<file path="src/include/scpc_pkg.sv">
// Constants, register map and carrier types of the smart card protocol configuration block.
// Assumes a byte-wide register port with 16-bit addresses and one master clock.
package scpc_pkg;

	// Register addresses
	localparam logic [15:0] ADDR_CONTACT_CONTROL     = 16'hFE0A;
	localparam logic [15:0] ADDR_EXT_CONTACT_CONTROL = 16'hFE0B;
	localparam logic [15:0] ADDR_CONTACT_DIRECTION   = 16'hFE0C;
	localparam logic [15:0] ADDR_PROTOCOL_MODE       = 16'hFE0D;
	localparam logic [15:0] ADDR_CARD_CLOCK_DIVIDER  = 16'hFE0F;
	localparam logic [15:0] ADDR_EXT_CLOCK_DIVIDER   = 16'hFE10;
	localparam logic [15:0] ADDR_RECEIVE_CONTROL     = 16'hFE1D;
	localparam logic [15:0] ADDR_CHECK_RESULT_LO     = 16'hFE1E;
	localparam logic [15:0] ADDR_CHECK_RESULT_HI     = 16'hFE1F;

	// Reset values and writable masks
	localparam logic [7:0] DIR_RESET   = 8'h00;
	localparam logic [7:0] DIR_MASK    = 8'h0C;
	localparam logic [7:0] PMODE_RESET = 8'h03;
	localparam logic [7:0] PMODE_MASK  = 8'hEF;
	localparam logic [7:0] CTL_RESET   = 8'h00;
	localparam logic [7:0] CTL_MASK    = 8'h7F;
	localparam logic [7:0] ECTL_RESET  = 8'h00;
	localparam logic [7:0] ECTL_MASK   = 8'h33;
	localparam int         DIV_W       = 6;
	localparam logic [5:0] DIV_RESET   = 6'h0C;
	localparam logic [5:0] DIV_ONE     = 6'h01;

	// Field positions
	localparam int DIR_C4_BIT     = 2;
	localparam int DIR_C8_BIT     = 3;
	localparam int PM_ATR_BIT     = 0;
	localparam int PM_CTYPE_BIT   = 1;
	localparam int PM_CHKEN_BIT   = 2;
	localparam int PM_PROTO_BIT   = 3;
	localparam int PM_ESYNC_BIT   = 5;
	localparam int PM_NINE_BIT    = 6;
	localparam int PM_ISYNC_BIT   = 7;
	localparam int CTL_CLKOFF_BIT = 0;
	localparam int CTL_CLKLVL_BIT = 1;
	localparam int CTL_C4_BIT     = 2;
	localparam int CTL_C8_BIT     = 3;
	localparam int CTL_IO_BIT     = 4;
	localparam int CTL_IOD_BIT    = 5;
	localparam int CTL_RST_BIT    = 6;
	localparam int ECTL_OFF_BIT   = 0;
	localparam int ECTL_LVL_BIT   = 1;
	localparam int ECTL_SIOD_BIT  = 4;
	localparam int ECTL_SIO_BIT   = 5;

	// Pin synchroniser lanes
	localparam int PIN_C4  = 0;
	localparam int PIN_C8  = 1;
	localparam int PIN_IO  = 2;
	localparam int PIN_SIO = 3;

	// Synchronous word layout
	localparam logic [3:0] LAST_DATA_POS = 4'h7;
	localparam logic [3:0] NINTH_POS     = 4'h8;

	// Block check: reflected CRC-16 and its start value
	localparam logic [15:0] CHK_INIT = 16'hFFFF;
	localparam logic [15:0] CHK_POLY = 16'h8408;

	typedef struct packed {
		logic o;
		logic oe;
	} scpc_pad_type;

	typedef struct packed {
		logic       valid;
		logic [7:0] data;
	} scpc_byte_type;

	// One byte folded into the CRC, LSB first
	function automatic logic [15:0] scpc_crc_step(input logic [15:0] crc, input logic [7:0] d);
		logic [15:0] r;
		r = crc ^ {8'h00, d};
		for (int i = 0; i < 8; i++) begin
			r = r[0] ? ((r >> 1) ^ CHK_POLY) : (r >> 1);
		end
		return r;
	endfunction

endpackage

</file>
<file path="src/scpc_clk_div.sv">
// Card clock divider: master clock divided by (value+1) gives the ETU tick, then by 2 gives the card clock.
// Assumes the divisor input is a register on the same clock.
`timescale 1ns/1ps
module scpc_clk_div
	import scpc_pkg::*;
(
	input  wire logic             core_clk,
	input  wire logic             rstn,
	input  wire logic             ce,
	input  wire logic [DIV_W-1:0] divisor,
	output logic                  tick,
	output logic                  clk_out
);
	import scpc_pkg::*;

	logic [DIV_W-1:0] cnt_r;
	logic [DIV_W-1:0] lim_r;
	logic             tick_r;
	logic             clk_r;

	// Zero is treated as one so the divider never stalls
	function automatic logic [DIV_W-1:0] eff_div(input logic [DIV_W-1:0] d);
		return (d == '0) ? DIV_ONE : d;
	endfunction

	// load at period end
	// New ratio taken only at terminal count, so no runt half-period reaches the card
	always_ff @(posedge core_clk or negedge rstn) begin
		if (!rstn) begin
			cnt_r  <= '0;
			lim_r  <= DIV_RESET;
			tick_r <= 1'b0;
			clk_r  <= 1'b0;
		end else if (ce) begin
			if (cnt_r >= lim_r) begin
				cnt_r  <= '0;
				lim_r  <= eff_div(divisor);
				tick_r <= 1'b1;
				clk_r  <= ~clk_r;
			end else begin
				cnt_r  <= cnt_r + DIV_ONE;
				tick_r <= 1'b0;
			end
		end
	end

	assign tick    = tick_r;
	assign clk_out = clk_r;

	chk_div_glitch_free: assert property (@(posedge core_clk) disable iff (!rstn)
		ce && (cnt_r < lim_r) |=> $stable(lim_r) && $stable(clk_r))
		else $error("divider ratio or clock changed mid period");
	chk_div_never_zero: assert property (@(posedge core_clk) disable iff (!rstn)
		lim_r != '0)
		else $error("divider ratio reached zero");
endmodule

</file>
<file path="src/scpc_config.sv">
// Protocol configuration registers of an ISO 7816 card UART: contact routing, modes, clocks, block check.
// Assumes a byte register port answered one cycle later, and card pins passed in as separate in/out/enable.
// Functional notes
// - C8 direction bit: one makes C8 an input, zero an output.
// - C4 direction bit: one makes C4 an input, zero an output.
// - C4 and C8 stay tri-stated after reset until direction is written.
// - Internal sync mode drives RST, IO, C4, C8 from contact control; clock from divider.
// - Nine-bit sync words: eight bits to receive stream, ninth to receive control.
// - External sync mode drives data pin from external control; external clock from divider.
// - Protocol select picks T=0 at zero, T=1 at one.
// - Block check works only in T=1; ignored under T=0.
// - Check value appended right after the last transmitted byte.
// - Check value computed over received bytes, readable in two result registers.
// - Check type select: one is CRC, zero is LRC.
// - ATR timeout enable bit switches the answer-to-reset timeout on or off.
// - Master clock divided by divisor+1 for ETU, then by two for card clock.
// - Internal divisor resets to twelve, a ratio of thirteen.
// - New divisor applies after the write without clock glitches.
// - Divisor zero behaves as divisor one.
// - External data bit captures data pin at latest external clock rising edge.
// - External clock derived the same way from its own divisor.
`timescale 1ns/1ps
module scpc_config
	import scpc_pkg::*;
(
	input  wire logic                    core_clk,
	input  wire logic                    rstn,
	input  wire logic                    ce,
	input  wire logic [15:0]             addr,
	input  wire logic [7:0]              wr_data,
	input  wire logic                    wr_stb,
	input  wire logic                    rd_stb,
	output logic [7:0]                   rd_data,
	input  wire logic                    c4_pin_in,
	input  wire logic                    c8_pin_in,
	input  wire logic                    io_pin_in,
	input  wire logic                    sio_pin_in,
	output scpc_pkg::scpc_pad_type       c4_pad,
	output scpc_pkg::scpc_pad_type       c8_pad,
	output scpc_pkg::scpc_pad_type       io_pad,
	output scpc_pkg::scpc_pad_type       sio_pad,
	output logic                         rst_pin,
	output logic                         card_clk,
	output logic                         ext_card_clk,
	input  wire scpc_pkg::scpc_pad_type  uart_io,
	input  wire logic                    uart_rst,
	input  wire scpc_pkg::scpc_byte_type tx_byte,
	input  wire logic                    tx_last,
	input  wire scpc_pkg::scpc_byte_type rx_byte,
	input  wire logic                    msg_start,
	output scpc_pkg::scpc_byte_type      check_byte,
	output scpc_pkg::scpc_byte_type      sync_rx_byte,
	output logic                         int_sync_mode,
	output logic                         ext_sync_mode,
	output logic                         nine_bit_word_select,
	output logic                         protocol_select,
	output logic                         check_active,
	output logic                         check_type_select,
	output logic                         atr_timeout_enable,
	output logic                         int_etu_tick,
	output logic                         ext_etu_tick
);
	import scpc_pkg::*;

	typedef enum logic [1:0] {CHK_IDLE, CHK_SEND_HI, CHK_SEND_LO} scpc_chk_state_type;

	logic [7:0]         dir_r;
	logic               dir_prog_r;
	logic [7:0]         pmode_r;
	logic [7:0]         ctl_r;
	logic [7:0]         ectl_r;
	logic [DIV_W-1:0]   idiv_r;
	logic [DIV_W-1:0]   ediv_r;
	logic [3:0]         sync1_r;
	logic [3:0]         sync2_r;
	logic               sio_cap_r;
	logic [7:0]         rd_data_r;
	logic [7:0]         rd_nxt;
	logic               int_tick_w;
	logic               int_clk_w;
	logic               ext_tick_w;
	logic               ext_clk_w;
	logic [7:0]         sh_r;
	logic [3:0]         bits_r;
	logic               ninth_r;
	logic               sync_rise_w;
	logic               sync_bit_w;
	logic [15:0]        acc_r;
	scpc_chk_state_type chk_state_r;
	scpc_pad_type       c4_pad_r;
	scpc_pad_type       c8_pad_r;
	scpc_pad_type       io_pad_r;
	scpc_pad_type       sio_pad_r;
	logic               rst_pin_r;
	logic               card_clk_r;
	logic               ext_card_clk_r;
	logic               check_active_r;
	scpc_byte_type      check_byte_r;
	scpc_byte_type      sync_rx_byte_r;

	function automatic logic hit(input logic [15:0] a);
		return wr_stb && (addr == a);
	endfunction

	// Register writes; reserved bits are masked off so they read back zero
	always_ff @(posedge core_clk or negedge rstn) begin
		if (!rstn) begin
			dir_r      <= DIR_RESET;
			dir_prog_r <= 1'b0;
			pmode_r    <= PMODE_RESET;
			ctl_r      <= CTL_RESET;
			ectl_r     <= ECTL_RESET;
			idiv_r     <= DIV_RESET;
			ediv_r     <= DIV_RESET;
		end else if (ce) begin
			if (hit(ADDR_CONTACT_DIRECTION)) begin
				dir_r      <= wr_data & DIR_MASK;
				dir_prog_r <= 1'b1;
			end
			if (hit(ADDR_PROTOCOL_MODE)) pmode_r <= wr_data & PMODE_MASK;
			if (hit(ADDR_CONTACT_CONTROL)) ctl_r <= wr_data & CTL_MASK;
			if (hit(ADDR_EXT_CONTACT_CONTROL)) ectl_r <= wr_data & ECTL_MASK;
			if (hit(ADDR_CARD_CLOCK_DIVIDER)) idiv_r <= wr_data[DIV_W-1:0];
			if (hit(ADDR_EXT_CLOCK_DIVIDER)) ediv_r <= wr_data[DIV_W-1:0];
		end
	end

	// Two-stage synchronisers for every card pin
	always_ff @(posedge core_clk or negedge rstn) begin
		if (!rstn) begin
			sync1_r <= 4'h0;
			sync2_r <= 4'h0;
		end else if (ce) begin
			sync1_r <= {sio_pin_in, io_pin_in, c8_pin_in, c4_pin_in};
			sync2_r <= sync1_r;
		end
	end

	scpc_clk_div u_int_div (
		.core_clk (core_clk),
		.rstn     (rstn),
		.ce       (ce),
		.divisor  (idiv_r),
		.tick     (int_tick_w),
		.clk_out  (int_clk_w)
	);

	scpc_clk_div u_ext_div (
		.core_clk (core_clk),
		.rstn     (rstn),
		.ce       (ce),
		.divisor  (ediv_r),
		.tick     (ext_tick_w),
		.clk_out  (ext_clk_w)
	);

	// Rising card clock edge: the tick that turned the clock high
	assign sync_rise_w = pmode_r[PM_ISYNC_BIT] ? (int_tick_w & int_clk_w)
	                   : (pmode_r[PM_ESYNC_BIT] & ext_tick_w & ext_clk_w);
	assign sync_bit_w  = pmode_r[PM_ISYNC_BIT] ? sync2_r[PIN_IO] : sync2_r[PIN_SIO];

	always_ff @(posedge core_clk or negedge rstn) begin
		if (!rstn) begin
			sio_cap_r <= 1'b0;
		end else if (ce && pmode_r[PM_ESYNC_BIT] && ext_tick_w && ext_clk_w) begin
			sio_cap_r <= sync2_r[PIN_SIO];
		end
	end

	// sync word shifter
	// Bits arrive LSB first; ninth bit is parked apart from the byte stream
	always_ff @(posedge core_clk or negedge rstn) begin
		if (!rstn) begin
			sh_r           <= 8'h00;
			bits_r         <= 4'h0;
			ninth_r        <= 1'b0;
			sync_rx_byte_r <= '0;
		end else if (ce) begin
			sync_rx_byte_r.valid <= 1'b0;
			if (sync_rise_w) begin
				if (bits_r == NINTH_POS) begin
					ninth_r <= sync_bit_w;
					bits_r  <= 4'h0;
				end else begin
					sh_r   <= {sync_bit_w, sh_r[7:1]};
					bits_r <= bits_r + 4'h1;
					if (bits_r == LAST_DATA_POS) begin
						sync_rx_byte_r <= '{valid: 1'b1, data: {sync_bit_w, sh_r[7:1]}};
						bits_r         <= pmode_r[PM_NINE_BIT] ? NINTH_POS : 4'h0;
					end
				end
			end else if (!(pmode_r[PM_ISYNC_BIT] | pmode_r[PM_ESYNC_BIT])) begin
				bits_r <= 4'h0;
			end
		end
	end

	// Contact pads; C4/C8 enables stay low until direction is first written
	always_ff @(posedge core_clk or negedge rstn) begin
		if (!rstn) begin
			c4_pad_r  <= '0;
			c8_pad_r  <= '0;
			io_pad_r  <= '0;
			sio_pad_r <= '0;
			rst_pin_r <= 1'b0;
		end else if (ce) begin
			c4_pad_r <= '{o: ctl_r[CTL_C4_BIT], oe: dir_prog_r & ~dir_r[DIR_C4_BIT]};
			c8_pad_r <= '{o: ctl_r[CTL_C8_BIT], oe: dir_prog_r & ~dir_r[DIR_C8_BIT]};
			if (pmode_r[PM_ISYNC_BIT]) begin
				io_pad_r  <= '{o: ctl_r[CTL_IO_BIT], oe: ~ctl_r[CTL_IOD_BIT]};
				rst_pin_r <= ctl_r[CTL_RST_BIT];
			end else begin
				io_pad_r  <= uart_io;
				rst_pin_r <= uart_rst;
			end
			sio_pad_r <= '{o: ectl_r[ECTL_SIO_BIT],
			               oe: pmode_r[PM_ESYNC_BIT] & ~ectl_r[ECTL_SIOD_BIT]};
		end
	end

	// Card clocks; stop level applies while the stop bit is set
	always_ff @(posedge core_clk or negedge rstn) begin
		if (!rstn) begin
			card_clk_r     <= 1'b0;
			ext_card_clk_r <= 1'b0;
		end else if (ce) begin
			card_clk_r     <= ctl_r[CTL_CLKOFF_BIT] ? ctl_r[CTL_CLKLVL_BIT] : int_clk_w;
			ext_card_clk_r <= ectl_r[ECTL_OFF_BIT] ? ectl_r[ECTL_LVL_BIT] : ext_clk_w;
		end
	end

	always_ff @(posedge core_clk or negedge rstn) begin
		if (!rstn) begin
			check_active_r <= 1'b0;
		end else if (ce) begin
			check_active_r <= pmode_r[PM_PROTO_BIT] & pmode_r[PM_CHKEN_BIT];
		end
	end

	// CRC or LRC
	// Half duplex link, so one accumulator serves transmit and receive
	always_ff @(posedge core_clk or negedge rstn) begin
		if (!rstn) begin
			acc_r <= CHK_INIT;
		end else if (ce) begin
			if (msg_start) begin
				acc_r <= pmode_r[PM_CTYPE_BIT] ? CHK_INIT : 16'h0000;
			end else if (check_active_r && (tx_byte.valid || rx_byte.valid)) begin
				acc_r <= pmode_r[PM_CTYPE_BIT]
				       ? scpc_crc_step(acc_r, tx_byte.valid ? tx_byte.data : rx_byte.data)
				       : {8'h00, acc_r[7:0] ^ (tx_byte.valid ? tx_byte.data : rx_byte.data)};
			end
		end
	end

	// append after last byte
	// CRC goes out high byte first; LRC is a single byte
	always_ff @(posedge core_clk or negedge rstn) begin
		if (!rstn) begin
			chk_state_r  <= CHK_IDLE;
			check_byte_r <= '0;
		end else if (ce) begin
			check_byte_r.valid <= 1'b0;
			unique case (chk_state_r)
				CHK_IDLE: begin
					if (check_active_r && tx_byte.valid && tx_last)
						chk_state_r <= pmode_r[PM_CTYPE_BIT] ? CHK_SEND_HI : CHK_SEND_LO;
				end
				CHK_SEND_HI: begin
					check_byte_r <= '{valid: 1'b1, data: ~acc_r[15:8]};
					chk_state_r  <= CHK_SEND_LO;
				end
				CHK_SEND_LO: begin
					check_byte_r <= '{valid: 1'b1,
					                  data: pmode_r[PM_CTYPE_BIT] ? ~acc_r[7:0] : acc_r[7:0]};
					chk_state_r  <= CHK_IDLE;
				end
			endcase
		end
	end

	// Read mux; inputs read the synchronised pin, outputs the stored bit, except the external data bit in external sync mode, which reads the capture
	always_comb begin
		rd_nxt = 8'h00;
		unique case (addr)
			ADDR_CONTACT_DIRECTION:   rd_nxt = dir_r;
			ADDR_PROTOCOL_MODE:       rd_nxt = pmode_r;
			ADDR_CARD_CLOCK_DIVIDER:  rd_nxt = {2'b00, idiv_r};
			ADDR_EXT_CLOCK_DIVIDER:   rd_nxt = {2'b00, ediv_r};
			ADDR_RECEIVE_CONTROL:     rd_nxt = {7'h00, ninth_r};
			ADDR_CHECK_RESULT_LO:     rd_nxt = acc_r[7:0];
			ADDR_CHECK_RESULT_HI:     rd_nxt = acc_r[15:8];
			ADDR_CONTACT_CONTROL: begin
				rd_nxt = ctl_r;
				if (dir_r[DIR_C4_BIT]) rd_nxt[CTL_C4_BIT] = sync2_r[PIN_C4];
				if (dir_r[DIR_C8_BIT]) rd_nxt[CTL_C8_BIT] = sync2_r[PIN_C8];
				if (ctl_r[CTL_IOD_BIT]) rd_nxt[CTL_IO_BIT] = sync2_r[PIN_IO];
			end
			ADDR_EXT_CONTACT_CONTROL: begin
				rd_nxt = ectl_r;
				if (pmode_r[PM_ESYNC_BIT]) rd_nxt[ECTL_SIO_BIT] = sio_cap_r;
				else if (ectl_r[ECTL_SIOD_BIT]) rd_nxt[ECTL_SIO_BIT] = sync2_r[PIN_SIO];
			end
			default: rd_nxt = 8'h00;
		endcase
	end

	// Read data stands only in the cycle after the strobe
	always_ff @(posedge core_clk or negedge rstn) begin
		if (!rstn) begin
			rd_data_r <= 8'h00;
		end else if (ce) begin
			rd_data_r <= rd_stb ? rd_nxt : 8'h00;
		end
	end

	assign rd_data              = rd_data_r;
	assign c4_pad               = c4_pad_r;
	assign c8_pad               = c8_pad_r;
	assign io_pad               = io_pad_r;
	assign sio_pad              = sio_pad_r;
	assign rst_pin              = rst_pin_r;
	assign card_clk             = card_clk_r;
	assign ext_card_clk         = ext_card_clk_r;
	assign check_byte           = check_byte_r;
	assign sync_rx_byte         = sync_rx_byte_r;
	assign int_sync_mode        = pmode_r[PM_ISYNC_BIT];
	assign ext_sync_mode        = pmode_r[PM_ESYNC_BIT];
	assign nine_bit_word_select = pmode_r[PM_NINE_BIT];
	assign protocol_select      = pmode_r[PM_PROTO_BIT];
	assign check_active         = check_active_r;
	assign check_type_select    = pmode_r[PM_CTYPE_BIT];
	assign atr_timeout_enable   = pmode_r[PM_ATR_BIT];
	assign int_etu_tick         = int_tick_w;
	assign ext_etu_tick         = ext_tick_w;

	chk_c8_dir_output: assert property (@(posedge core_clk) disable iff (!rstn)
		ce && dir_prog_r && !dir_r[DIR_C8_BIT] |=> c8_pad.oe && (c8_pad.o == $past(ctl_r[CTL_C8_BIT])))
		else $error("C8 not driven as output");
	chk_c4_dir_input: assert property (@(posedge core_clk) disable iff (!rstn)
		ce && dir_r[DIR_C4_BIT] |=> !c4_pad.oe)
		else $error("C4 driven while set as input");
	chk_tristate_reset: assert property (@(posedge core_clk) disable iff (!rstn)
		!dir_prog_r |-> !c4_pad.oe && !c8_pad.oe)
		else $error("C4 or C8 driven before direction written");
	chk_sync_io_route: assert property (@(posedge core_clk) disable iff (!rstn)
		ce && pmode_r[PM_ISYNC_BIT] && !ctl_r[CTL_IOD_BIT]
		|=> io_pad.oe && (io_pad.o == $past(ctl_r[CTL_IO_BIT])))
		else $error("IO not routed to firmware bit in sync mode");
	chk_ninth_bit_store: assert property (@(posedge core_clk) disable iff (!rstn)
		ce && sync_rise_w && (bits_r == NINTH_POS) |=> (ninth_r == $past(sync_bit_w)) && !sync_rx_byte.valid)
		else $error("ninth bit not stored apart");
	chk_ext_sio_capture: assert property (@(posedge core_clk) disable iff (!rstn)
		ce && pmode_r[PM_ESYNC_BIT] && ext_tick_w && ext_clk_w |=> sio_cap_r == $past(sync2_r[PIN_SIO]))
		else $error("external data not captured on clock rise");
	chk_t0_no_check: assert property (@(posedge core_clk) disable iff (!rstn)
		ce && !pmode_r[PM_PROTO_BIT] |=> !check_active)
		else $error("block check active under T=0");
	chk_append_after_last: assert property (@(posedge core_clk) disable iff (!rstn)
		ce && check_active_r && tx_byte.valid && tx_last && (chk_state_r == CHK_IDLE)
		|-> ##[2:3] check_byte.valid)
		else $error("check value not appended after last byte");
	chk_div_read_zero: assert property (@(posedge core_clk) disable iff (!rstn)
		ce && rd_stb && ((addr == ADDR_CARD_CLOCK_DIVIDER) || (addr == ADDR_CONTACT_DIRECTION))
		|=> (rd_data[7:6] == 2'b00) && (rd_data[1:0] == 2'b00 || $past(addr) != ADDR_CONTACT_DIRECTION))
		else $error("unused register bits read nonzero");
endmodule
</file>
<file path="config.mk">
export PLATFORM = sky130hd
export DESIGN_NAME = scpc_config
export DESIGN_NICKNAME = d
export VERILOG_FILES = /design/src/include/scpc_pkg.sv /design/src/scpc_clk_div.sv /design/src/scpc_config.sv
export SDC_FILE = /design/constraint.sdc
export NUM_CORES = 1
export LEC_CHECK = 0
export ABC_AREA = 0
export BUFFER_PORTS_ARGS = -buffer_cell sky130_fd_sc_hd__buf_2
export CAP_MARGIN = 10
export CORE_MARGIN = 2
export CORE_UTILIZATION = 60
export CTS_CLUSTER_SIZE = 10
export DETAILED_ROUTE_END_ITERATION = 8
export GPL_TIMING_DRIVEN = 0
export HOLD_SLACK_MARGIN = 0.06
export PLACE_DENSITY = 0.88
export SLEW_MARGIN = 30
export SYNTH_ARGS = -nofsm -noshare
export SYNTH_HDL_FRONTEND = slang
export SYNTH_SLANG_ARGS = --single-unit
</file>
<file path="constraint.sdc">
create_clock -name core_clk -period 4.05 [get_ports core_clk]
set_input_delay 0.81 -clock core_clk [delete_from_list [all_inputs] [get_ports core_clk]]
set_output_delay 0.81 -clock core_clk [all_outputs]
set_load 0.01 [all_outputs]
</file>
==> summary.md, run 1 <==
| Metric | Value |
|---|---|
| Synthesized instance count | `664` |
| Number of distinct library cells after synthesis | `61` |
| Post-Route Skew | `0.0116 ns` |
| Slew headroom | `45.0%` |
| Via count | `5820` |
| Ports | `102` |
| Syn nets | `739` |
| Placer congestion estimate | `0.968` |
| Reg2reg end | `u_int_div.lim_r[4]` |
| Largest net degree at the start of global routing | `80` |
| R2r worst-path depth | `8` |
| Die W | `113 um` |
| Die ar. | `12800 um2` |
| Yosys top cell area share | `39.3%` |
| Core footprint | `11500 um2` |
| Dpl hpwl | `13.7 mm` |
| Synth cell count leaders | `dfrtp_1 (112), mux2_2 (68), a21oi_1 (55)` |
| Initial DRC Count | `587` |
| Worst reg-to-reg setup slack | `1.61 ns` |
| Fin nets | `854` |
| DRC Markers | `4` |
| Share of post-route cells with drive strength above 1 | `29.7%` |
| CTS sink count | `138` |
| Ys flop type | `dfrtp_1` |
| Area Overhead vs Synth | `18.8%` |
| Worst Tran Pin Value | `0.819 ns` |
| First-pass GRT wire length | `30.6 mm` |
| Die Y | `113 um` |
| Failing checks | `design-rule violations` |
| Inserted Clock Buffers | `17` |
| Switching share of power | `29.2%` |
| WP data required | `4.39 ns` |
| Max Transition Viols Final | `0` |
| Final WL | `19.4 mm` |
| Port-buffer cells | `95` |
| Setup violators final | `0` |
| Synthesized area per cell | `10.7 um2` |
| Ant. Diodes | `0` |
| M1 wire length | `7.97 mm` |
| Vias in the first global route | `5858` |
| Post-synth EDFFs | `0` |
| Sequential group share of total power | `39.2%` |
| Final Hold Fails | `0` |
| Switching Power | `1.24 mW` |
| WP data arrival | `3.01 ns` |
| Clock Power Share | `40.0%` |
| Cell with the most instances after synthesis | `dfrtp_1` |
| Clock-pin transition on the worst setup and hold timing paths | `0.06 ns` |
| Synthesized flop and latch total | `138` |
| Met3 wire len | `1.72 mm` |
| Gr ovfl total | `0` |
| Initial Util | `61.9%` |
| WHS | `0.310 ns` |
| Crit share post-route | `65.9%` |
| Combinational share of power | `20.8%` |
| Area contributors post-synth | `dfrtp_1 (39%), mux2_2 (11%), dfstp_2 (9.6%)` |
| Skew-Pair Late Insertion Delay | `0.43 ns` |
| Initial antenna violation count | `0` |
| RSZ-0062 raised after global routing | `false` |
| LEAKAGE | `3.93 nW` |
| Min-Delay Path Class | `in -> async` |
| TNS Setup | `0 ns` |
| Startpoint Class | `primary input` |
| Top Layer Used | `met4` |
| Max-cap violations | `0` |
| Clk buf depth | `2` |
| Cell Area, Synth | `7130 um2` |
| CTS Hold Bufs | `0` |
| Crit path kind | `in -> reg` |
| Post-route ant nets | `0` |
| PostCTS Resize Cnt | `0` |
| Global Route Usage Sum | `31.2%` |
| Leading area contributor after synthesis | `dfrtp_1` |
| Post-CTS setup buffers | `0` |
| Std-Cell Rows | `39` |
| Syn. warnings | `0` |
| WL met2 | `9.17 mm` |
| TritonRoute pass-1 iters | `9` |
| Vias/cell | `6.22` |
| Status | `finished with violations` |
| Max Clock Freq | `374 MHz` |
| Reg-to-Reg Start | `u_int_div.cnt_r[0]` |
| Final min period | `2.67 ns` |
| CTS Root Cell | `clkbuf_16` |
| WL/cell | `20.7 um` |
| Maximum net fanout on the critical path | `7` |
| Internal power | `3.00 mW` |
| CTS tree | `yes` |
| Max H-tree Level | `4` |
| Worst IR Drop VDD | `266 uV` |
| Post-synth ARST share | `100%` |
| Sequential fraction of the synthesis area | `48.9%` |
| PwrDens | `500 nW/um2` |
| Crit. End Element | `flip-flop` |
==> how the worst max path moves through the flow <==
| stage | from | endpoint | slack [ns] | cells after the start |
|---|---|---|---|---|
| 2_1_floorplan | addr[0] | ediv_r[0] | 1.58 | 4 |
| 3_3_place_gp | rstn | u_ext_div.cnt_r[4] | 0.44 | 1 |
| 3_5_place_dp | addr[8] | ctl_r[3] | 1.09 | 7 |
| 4_1_cts | addr[8] | rd_data[7] | 1.52 | 8 |
| 5_1_grt | addr[8] | rd_data[7] | 1.35 | 8 |
| 6_report | addr[8] | rd_data[7] | 1.38 | 8 |
==> power groups by stage <==
stage / sequential (mW) / combinational [mW] / clock, mW
floorplan: 1.68 / 0.554 / 0
global placement: 1.67 / 0.813 / 0
detailed placement: 1.68 / 0.854 / 0
CTS: 1.66 / 0.872 / 1.70
global route: 1.68 / 0.969 / 1.76
finish: 1.66 / 0.881 / 1.69
==> registers in the layout (all words and copies together), names as in the netlist, 4 cells and up <==
name and cells:
ectl_r 4, u_int_div.lim_r 6, u_ext_div.lim_r 6, acc_r 16, check_byte 9, pmode_r 7
sync2_r 4, sh_r 7, u_ext_div.cnt_r 6, bits_r 4, u_int_div.cnt_r 6, sync1_r 4
sync_rx_byte 9, idiv_r 6, rd_data 8, ediv_r 6, ctl_r 7
==> critical path, cell delays in order <==
cell and delay [ns]:
buf_2 0.09, nand4b_2 0.32, nor3_1 0.75, and3_1 0.25
clkbuf_1 0.28, a222oi_1 0.15, nand3b_1 0.25, o21ai_0 0.11
==> stage by stage <==
stage | std cells | total power [mW] | utilization, % | area [um2] | worst slack [ns]
global route | 935 | 4.41 | 73.6 | 8470 | 1.35
floorplan | 664 | 2.24 | - | 7130 | 1.58
detailed placement | 903 | 2.54 | 67.9 | 7830 | 1.09
finish | 935 | 4.24 | 73.6 | 8470 | 1.38
CTS | 935 | 4.24 | 73.6 | 8470 | 1.52
global placement | 902 | 2.48 | 67.6 | 7790 | 0.440
==> cells in the final DEF (no fill, tap or decap), types with 3 or more instances in the layout <==
master,instances
nand4_1,5
clkbuf_16,17
clkbuf_1,28
nand3_1,9
ha_1,19
dfrtp_1,112
bufinv_16,4
o21a_1,4
nor2b_1,8
nor3_1,10
nor4_4,3
buf_2,97
a32oi_1,6
nand4b_1,3
nand2_1,52
a21o_1,7
or2_2,3
nor2_1,41
a31oi_1,7
inv_1,27
o21ai_0,40
nand2b_1,9
xnor2_1,18
xor2_1,19
clkbuf_8,4
a22oi_1,3
mux2_2,68
mux2i_1,21
o31ai_1,3
o2bb2ai_1,9
dfstp_2,26
a21oi_1,55
a22o_1,4
nand3b_1,5
==> layout make-up <==
type | count | area, um2
sequential | 138 | 3490
multi-input combinational | 468 | 3420
fill | 792 | 3040
timing repair buffer | 96 | 513
clock buffer | 23 | 488
tap | 143 | 179
clock inverter | 9 | 159
buffer | 30 | 124
inverter | 28 | 105
==> metal layers <==
metal,GRT usage [%],vias up
li1,-,2616
met1,41.3,2856
met2,49.3,304
met3,7.87,44
met4,12.9,0
met5,0,-
==> cells by family after synthesis <==
| logic type | after synthesis | share of synthesized area, % |
|---|---|---|
| DFF | 138 | 48.9 |
| adders and majority gates | 19 | 3.33 |
| buffers and inverters | 58 | 3.21 |
| xor gates and xnor gates | 39 | 5.17 |
| and+or+nand+nor | 162 | 11.9 |
| AOI/OAI and AO/OA | 159 | 13.9 |
| muxes | 89 | 13.7 |
Power figures use the tool's default switching activity.
==> inputs of run 2 (changes only) <==
- ABC_AREA: 0 -> 1
- CORE_UTILIZATION: 60 -> 53
- PLACE_DENSITY: 0.88 -> 0.82
- clock period: 4.05 -> 2.2 ns (I/O delays scaled with it)
==> run 2 against run 1 <==
Against the previous run: the run now ends clean; combinational power up 100%; clock skew is 0.0046 ns lower; first-iteration DRC count up 2.7%; cell area increased by 4.8%; die area is 19% higher; sequential power rose by 82%; area after synthesis rose by 5.5%; critical path type is now reg -> reg.
==> summary.md, run 2 <==
| Metric | Value |
|---|---|
| Leading area contributor after synthesis | `dfrtp_1 (unchanged)` |
| Core footprint | `13900 um2 (was 11500 um2)` |
| LEAKAGE | `4.41 nW (was 3.93 nW)` |
| Die ar. | `15200 um2 (was 12800 um2)` |
| Worst reg-to-reg setup slack | `0.18 ns (was 1.61 ns)` |
| Clk buf depth | `2 (unchanged)` |
| Synthesized flop and latch total | `138 (unchanged)` |
| DRC Markers | `0 (was 4)` |
| Synth cell count leaders | `nand2_1 (280), dfrtp_1 (112), inv_1 (102) (was dfrtp_1 (112), mux2_2 (68), a21oi_1 (55))` |
| WP data arrival | `2.35 ns (was 3.01 ns)` |
| Post-synth ARST share | `100% (unchanged)` |
| R2r worst-path depth | `9 (was 8)` |
| Initial Util | `54.2% (was 61.9%)` |
| Switching Power | `2.49 mW (was 1.24 mW)` |
| Clock-pin transition on the worst setup and hold timing paths | `0.06 ns (about the same)` |
| Min-Delay Path Class | `in -> reg (was in -> async)` |
| Ports | `102 (unchanged)` |
| WL/cell | `16.1 um (was 20.7 um)` |
| Max reg flops | `16 (unchanged)` |
| Global Route Usage Sum | `29.0% (was 31.2%)` |
| Crit share post-route | `91.6%` |
| Fin nets | `1149 (was 854)` |
| CTS sink count | `138 (unchanged)` |
| Placed cell area | `8280 um2 (was 7830 um2)` |
| Slew headroom | `51.9% (was 45.0%)` |
| Max-cap violations | `0 (unchanged)` |
| CP most frequent cell | `nand2_1` |
| Cell Area, Synth | `7520 um2 (was 7130 um2)` |
| Status | `finished, final reports clean (was finished with violations)` |
| Area Overhead vs Synth | `18.0% (was 18.8%)` |
| Area contributors post-synth | `dfrtp_1 (37%), nand2_1 (14%), dfstp_2 (9.1%) (was dfrtp_1 (39%), mux2_2 (11%), dfstp_2 (9.6%))` |
| Worst stage delay on the critical path | `0.54 ns (was 0.75 ns)` |
| WHS Path Cells | `3` |
| Die Y | `123 um (was 113 um)` |
| Commonest non-fill, non-tap cell in the layout | `nand2_1 (was dfrtp_1)` |
| Hold Crit Start | `sio_pin_in` |
| WP data required | `2.54 ns (was 4.39 ns)` |
| Initial antenna violation count | `0 (unchanged)` |
| Final Hold Fails | `0 (unchanged)` |
| Switching share of power | `32.6% (was 29.2%)` |
| TNS Setup | `0 ns (unchanged)` |
| Reg-to-Reg Start | `u_ext_div.lim_r[3] (was u_int_div.cnt_r[0])` |
| Vias in the first global route | `6701 (was 5858)` |
| Largest net degree at the start of global routing | `71 (was 80)` |
| Sequential group share of total power | `39.5% (was 39.2%)` |
| PwrDens | `862 nW/um2 (was 500 nW/um2)` |
| Crit. End Element | `flip-flop (unchanged)` |
| Skew-Pair Late Insertion Delay | `0.43 ns (about the same)` |
| CP max-delay cell | `dfstp_2 (was nor3_1)` |
| Syn nets | `1029 (was 739)` |
| Worst hold endpoint | `sync1_r[3]` |
| Vias/cell | `5.53 (was 6.22)` |
| First-pass GRT wire length | `33.3 mm (was 30.6 mm)` |
| Share of post-route cells with drive strength above 1 | `20.4% (was 29.7%)` |
| TritonRoute pass-1 iters | `6 (was 9)` |
| Sequential fraction of the synthesis area | `46.3% (was 48.9%)` |
| Syn. warnings | `0 (unchanged)` |
| Reg2reg end | `u_ext_div.lim_r[3] (was u_int_div.lim_r[4])` |
| Post-Route Skew | `0.00696 ns (was 0.0116 ns)` |
| Final min period | `2.02 ns` |
| Internal power | `5.16 mW (was 3.00 mW)` |
| Clock Power Share | `37.0% (was 40.0%)` |
| Die W | `123 um (was 113 um)` |
| Combinational share of power | `23.5% (was 20.8%)` |
| Crit path kind | `reg -> reg (was in -> reg)` |
| Post-synth EDFFs | `0 (unchanged)` |
| Post-CTS setup buffers | `0 (unchanged)` |
| Yosys top cell area share | `37.2% (was 39.3%)` |
| Post-route ant nets | `0 (unchanged)` |
| Inserted Clock Buffers | `17 (unchanged)` |
| Setup violators final | `0 (unchanged)` |
| RSZ-0062 raised after global routing | `false (unchanged)` |
| Worst Tran Pin Value | `0.722 ns (was 0.819 ns)` |
| Maximum net fanout on the critical path | `10 (was 7)` |
| Dpl hpwl | `15.1 mm (was 13.7 mm)` |
| CTS Root Cell | `clkbuf_16 (unchanged)` |
| WHS | `0.218 ns (was 0.310 ns)` |
| Gr ovfl total | `0 (unchanged)` |
| Synthesized area per cell | `7.89 um2 (was 10.7 um2)` |
| Startpoint Class | `flip-flop (was primary input)` |
| Initial DRC Count | `603 (was 587)` |
| Via count | `7004 (was 5820)` |
| Placer congestion estimate | `0.973 (was 0.968)` |
| Max Clock Freq | `496 MHz` |
| Final WL | `20.4 mm (was 19.4 mm)` |
| Number of distinct library cells after synthesis | `45 (was 61)` |
| Final Instance Area | `8880 um2 (was 8470 um2)` |
| Worst IR Drop VDD | `778 uV (was 266 uV)` |
| Port-buffer cells | `99 (was 95)` |
| Max Transition Viols Final | `0 (unchanged)` |
| PnR worst setup slack | `0.185 ns (was 1.38 ns)` |
| Ys flop type | `dfrtp_1 (unchanged)` |
| Ant. Diodes | `0 (unchanged)` |
| Worst-path cell chain | `inv_1 -> ha_1 -> a21oi_1 -> o21a_1 -> and2_1 -> nand2_1 -> nand2_1 -> buf_2 -> o21ai_0 (was buf_2 -> nand4b_2 -> nor3_1 -> and3_1 -> clkbuf_1 -> a222oi_1 -> nand3b_1 -> o21ai_0)` |
| Biggest register | `acc_r (unchanged)` |
| Std-Cell Rows | `43 (was 39)` |
| Max H-tree Level | `4 (unchanged)` |
| Final Util | `64.0% (was 73.6%)` |
| Commonest non-fill, non-tap cells in the layout | `nand2_1 (280), dfrtp_1 (112), buf_2 (110) (was dfrtp_1 (112), buf_2 (97), mux2_2 (68))` |
| Placement Setup Slack | `0.211 ns (was 1.09 ns)` |
| Cell with the most instances after synthesis | `nand2_1 (was dfrtp_1)` |
| CTS tree | `yes (unchanged)` |
| Synthesized instance count | `954 (was 664)` |
run 2: changes by cell type after synthesis, moves of 14 or more:
cell / before / now
o21ai_0: 40 / 87
clkbuf_1: 26 / 12
nand2_1: 52 / 280
mux2i_1: 21 / 0
xnor2_1: 18 / 2
inv_1: 27 / 102
nand3_1: 9 / 89
mux2_2: 68 / 1
run 2: logic make-up (layout without fill, tap and decap cells):
kind of cell               Yosys count  count (layout)  synth area share, %
and+or+nand+nor                    464             464                 27.4
AOI/OAI and AO/OA                  174             174                 12.8
buffers and inverters              141             274                 8.16
DFF                                138             138                 46.3
adders and majority gates           19              19                 3.16
xor gates and xnor gates            16              16                 1.86
muxes                                2               2                0.349
run 2: final cells by class:
class / instances / area [um2]
Clock inverter: 13 / 141
Buffer: 34 / 211
Sequential cell: 138 / 3490
Multi-Input combinational cell: 675 / 3420
Inverter: 107 / 404
Fill cell: 1207 / 5000
Timing Repair Buffer: 101 / 543
Tap cell: 180 / 225
Clock buffer: 19 / 443
run 2: power groups by stage:
| stage | logic (mW) | registers [mW] | clock network [mW] |
|---|---|---|---|
| 2_1_floorplan | 1.13 | 3.07 | 0 |
| 3_3_place_gp | 1.68 | 3.05 | 0 |
| 3_5_place_dp | 1.75 | 3.06 | 0 |
| 4_1_cts | 1.78 | 3.02 | 2.86 |
| 5_1_grt | 2.02 | 3.05 | 2.98 |
| 6_report | 1.80 | 3.02 | 2.83 |
run 2: metrics by stage:
| stage | total power [mW] | std cells |
|---|---|---|
| finish | 7.65 | 1267 |
| global route | 8.05 | 1267 |
| CTS | 7.65 | 1267 |
| detailed placement | 4.81 | 1234 |
| global placement | 4.73 | 1233 |
| floorplan | 4.20 | 954 |
run 2: worst max path at each step:
stage	depth (start not counted)	start	slack [ns]	endpoint
2_1_floorplan	10	u_ext_div.lim_r[3]	0.45	u_ext_div.lim_r[4]
3_3_place_gp	1	rstn	-1.20	chk_state_r[1]
3_5_place_dp	6	ce	0.21	check_byte[5]
4_1_cts	9	u_ext_div.lim_r[3]	0.17	u_ext_div.lim_r[3]
5_1_grt	10	u_ext_div.lim_r[3]	0.04	u_ext_div.lim_r[4]
6_report	9	u_ext_div.lim_r[3]	0.18	u_ext_div.lim_r[3]
run 2: critical path, delay by kind of cell, from the launching register on:
family                     cells  cell delay [ns]
DFF                            1             0.54
AOI/OAI and AO/OA              3             0.44
and+or+nand+nor                3             0.39
adders and majority gates      1             0.29
buffers and inverters          2             0.27
run 2: layer usage:
layer / track usage (%) / part of all wire, %
met4: 16.4 / 4.8
met5: 0 / 0
met2: 46.3 / 48
met3: 5.63 / 6.3
met1: 36.9 / 41
run 2: timing repair:
action,in CTS,in global routing
resized for setup,0,2
endpoints found under the setup margin,0,3
endpoints found under the hold margin,48,0
hold buffers,1,0
==> inputs of run 3 (changes only) <==
- CTS_CLUSTER_DIAMETER: not set -> 200
- SYNTH_HIERARCHICAL: not set -> 1
==> run 3 against run 2 <==
Against the previous run: clock-buffer cell count unchanged; clock power grew 17%; worst hold slack improved by 0.0060 ns; global-route usage down 1.8 points; flip-flop and latch count did not move; power grew 6.7%; fmax grew 12%; combinational power is 2% higher; cell area increased by 4.4%; non-clock buffer count grew 2; first-iteration DRC count shrank 8.5%.
==> summary.md, run 3 <==
| Metric | Value |
|---|---|
| Die Y | `125 um (was 123 um)` |
| LEAKAGE | `4.66 nW (was 4.41 nW)` |
| PnR worst setup slack | `0.406 ns (was 0.185 ns)` |
| Commonest non-fill, non-tap cells in the layout | `nand2_1 (330), nand3_1 (115), dfrtp_1 (112) (was nand2_1 (280), dfrtp_1 (112), buf_2 (110))` |
| Largest net degree at the start of global routing | `82 (was 71)` |
| Ys flop type | `dfrtp_1 (unchanged)` |
| Port-buffer cells | `98 (was 99)` |
| Die W | `125 um (was 123 um)` |
| R2r worst-path depth | `6 (was 9)` |
| DRC Markers | `0 (unchanged)` |
| CP Capture Point | `check_byte[6] (was u_ext_div.lim_r[3])` |
| Overall power | `8.16 mW (was 7.65 mW)` |
| Yosys top cell area share | `35.8% (was 37.2%)` |
| CTS sink count | `138 (unchanged)` |
| WL/cell | `15.4 um (was 16.1 um)` |
| Reg-to-Reg Start | `chk_state_r[1] (was u_ext_div.lim_r[3])` |
| Core footprint | `14500 um2 (was 13900 um2)` |
| Skew-Pair Late Insertion Delay | `0.43 ns (about the same)` |
| Maximum net fanout on the critical path | `10 (unchanged)` |
| Ant. Diodes | `0 (unchanged)` |
| Inserted Clock Buffers | `17 (unchanged)` |
| Post-synth EDFFs | `0 (unchanged)` |
| Max reg flops | `16 (unchanged)` |
| Final WL | `20.5 mm (was 20.4 mm)` |
| Synth cell count leaders | `nand2_1 (330), nand3_1 (115), dfrtp_1 (112) (was nand2_1 (280), dfrtp_1 (112), inv_1 (102))` |
| Number of distinct library cells after synthesis | `39 (was 45)` |
| Die ar. | `15700 um2 (was 15200 um2)` |
| RSZ-0062 raised after global routing | `false (unchanged)` |
| Final Util | `64.0% (about the same)` |
| Status | `finished, final reports clean (unchanged)` |
| Reg2reg end | `check_byte[6] (was u_ext_div.lim_r[3])` |
| PwrDens | `881 nW/um2 (was 862 nW/um2)` |
| Synthesized flop and latch total | `138 (unchanged)` |
| Worst IR Drop VDD | `584 uV (was 778 uV)` |
| CTS Root Cell | `clkbuf_16 (unchanged)` |
| Biggest register | `acc_r (unchanged)` |
| Area Overhead vs Synth | `18.5% (was 18.0%)` |
| Final min period | `1.79 ns (was 2.02 ns)` |
| Dpl hpwl | `15.1 mm (about the same)` |
| Initial DRC Count | `552 (was 603)` |
| Slew headroom | `62.3% (was 51.9%)` |
| Initial antenna violation count | `0 (unchanged)` |
| Clock-pin transition on the worst setup and hold timing paths | `0.06 ns (about the same)` |
| Placer congestion estimate | `0.963 (was 0.973)` |
| Final std cells w/o fill | `1334 (was 1267)` |
| Gr ovfl total | `0 (unchanged)` |
| Worst Tran Pin Value | `0.565 ns (was 0.722 ns)` |
| Max-cap violations | `0 (unchanged)` |
| Leading area contributor after synthesis | `dfrtp_1 (unchanged)` |
| Startpoint Class | `flip-flop (unchanged)` |
| CTS tree | `yes (unchanged)` |
| Post-synth ARST share | `100% (unchanged)` |
| Vias/cell | `5.42 (was 5.53)` |
| Setup violators final | `0 (unchanged)` |
| Max Transition Viols Final | `0 (unchanged)` |
| Max H-tree Level | `4 (unchanged)` |
| Placement Setup Slack | `0.357 ns (was 0.211 ns)` |
| Crit share post-route | `81.6% (was 91.6%)` |
| Syn nets | `1093 (was 1029)` |
| Crit. End Element | `flip-flop (unchanged)` |
| Clk buf depth | `2 (unchanged)` |
| Placed cell area | `8580 um2 (was 8280 um2)` |
| Fin nets | `1212 (was 1149)` |
| Max Clock Freq | `557 MHz (was 496 MHz)` |
| Vias in the first global route | `6919 (was 6701)` |
| Final Hold Fails | `0 (unchanged)` |
| Commonest non-fill, non-tap cell in the layout | `nand2_1 (unchanged)` |
| Std-Cell Rows | `44 (was 43)` |
| Synthesized area per cell | `7.68 um2 (was 7.89 um2)` |
| Syn. warnings | `6 (was 0)` |
| Worst reg-to-reg setup slack | `0.41 ns (was 0.18 ns)` |
| Final Instance Area | `9270 um2 (was 8880 um2)` |
| First-pass GRT wire length | `34.1 mm (was 33.3 mm)` |
| Cell Area, Synth | `7820 um2 (was 7520 um2)` |
| Post-route ant nets | `0 (unchanged)` |
| Area contributors post-synth | `dfrtp_1 (36%), nand2_1 (16%), dfstp_2 (8.7%) (was dfrtp_1 (37%), nand2_1 (14%), dfstp_2 (9.1%))` |
| Share of post-route cells with drive strength above 1 | `21.8% (was 20.4%)` |
| Min-Delay Path Class | `in -> reg (unchanged)` |
| WP data required | `2.51 ns (was 2.54 ns)` |
| TritonRoute pass-1 iters | `5 (was 6)` |
| WP data arrival | `2.10 ns (was 2.35 ns)` |
| Via count | `7231 (was 7004)` |
| Post-Place Cells | `1301 (was 1234)` |
| Synthesized instance count | `1018 (was 954)` |
| Initial Util | `54.0% (was 54.2%)` |
| Crit path kind | `reg -> reg (unchanged)` |
| Post-Route Skew | `0.00748 ns (was 0.00696 ns)` |
| Cell with the most instances after synthesis | `nand2_1 (unchanged)` |
| Sequential fraction of the synthesis area | `44.6% (was 46.3%)` |
| Fill cell count | `1239 (was 1207)` |
| Post-CTS setup buffers | `0 (unchanged)` |
| Global Route Usage Sum | `27.2% (was 29.0%)` |
| Crit path launch | `chk_state_r[1] (was u_ext_div.lim_r[3])` |
| Ports | `102 (unchanged)` |
## run 3: cell count changes in the layout (fill, tap and decap cells not counted), sizes merged, moves of 6 or more
cell / change
nand2: +56
nor3: -11
inv: +8
nor2: +12
buf: +6
o21ai: -15
xor2: -10
nand3: +24
## run 3: what timing repair did
action,CTS,global route
hold buffers,1,0
endpoints found under the hold margin,34,0
gates resized for setup,0,0
## run 3: stage by stage
| stage | TNS (ns) | hold WS, ns |
|---|---|---|
| 3_5_place_dp | 0 | 0.403 |
| 3_3_place_gp | -148.92 | 0.447 |
| 6_report | 0 | 0.224 |
| 5_1_grt | 0 | 0.215 |
| 4_1_cts | 0 | 0.217 |
| 2_1_floorplan | 0 | 0.144 |
## run 3: worst min path at each step
stage                from                 end  slack (ns)  cells after the start
2_1_floorplan        rstn           bits_r[0]        0.14                      0
3_3_place_gp   dir_prog_r          dir_prog_r        0.45                      2
3_5_place_dp         rstn  u_int_div/cnt_r[0]        0.40                      1
4_1_cts        sio_pin_in          sync1_r[3]        0.22                      3
5_1_grt        sio_pin_in          sync1_r[3]        0.22                      3
6_report        c4_pin_in          sync1_r[0]        0.22                      3
## run 3: power breakdown
part           internal (mW)  switching [mW]
sequential              2.81           0.203
combinational          0.630            1.21
clock                   2.17            1.14
## run 3: area by class of cell
class                   instances  area [um2]  share of cell area [%]
well taps                     184         230                    2.48
clock buffers                  19         443                    4.78
plain buffers                  37         260                    2.81
inverters                     114         433                    4.67
repair buffers                100         538                    5.80
flip-flops and latches        138        3490                    37.6
clock inverters                13         238                    2.56
multi-input cells             729        3640                    39.3
## run 3: layer usage
layer / global-route usage, % / part of all wire, % / vias to the layer above
li1: - / - / 3530
met1: 34.8 / 41 / 3322
met2: 44.4 / 49 / 307
met3: 4.66 / 6.0 / 72
met4: 14.1 / 4.0 / 0
met5: 0 / 0 / -
## run 3: critical path: stages, from the launching register on
cell and delay [ns]:
dfrtp_1 0.37, inv_1 0.07, ha_1 0.26, clkbuf_1 0.34
nand2_1 0.31, a21oi_1 0.24, a21oi_1 0.09
## run 3: cells by family (layout without fill, tap and decap cells)
logic type | after synthesis | in the layout | share of synthesized area, %
AND/OR/NAND/NOR | 542 | 542 | 30.3
AO/OA/AOI/OAI | 157 | 157 | 11.9
buffers and inverters | 151 | 283 | 8.86
flip-flops | 138 | 138 | 44.6
adder cells (fa/ha/maj) | 19 | 19 | 3.04
XOR/XNOR | 7 | 7 | 0.784
multiplexers | 4 | 4 | 0.512
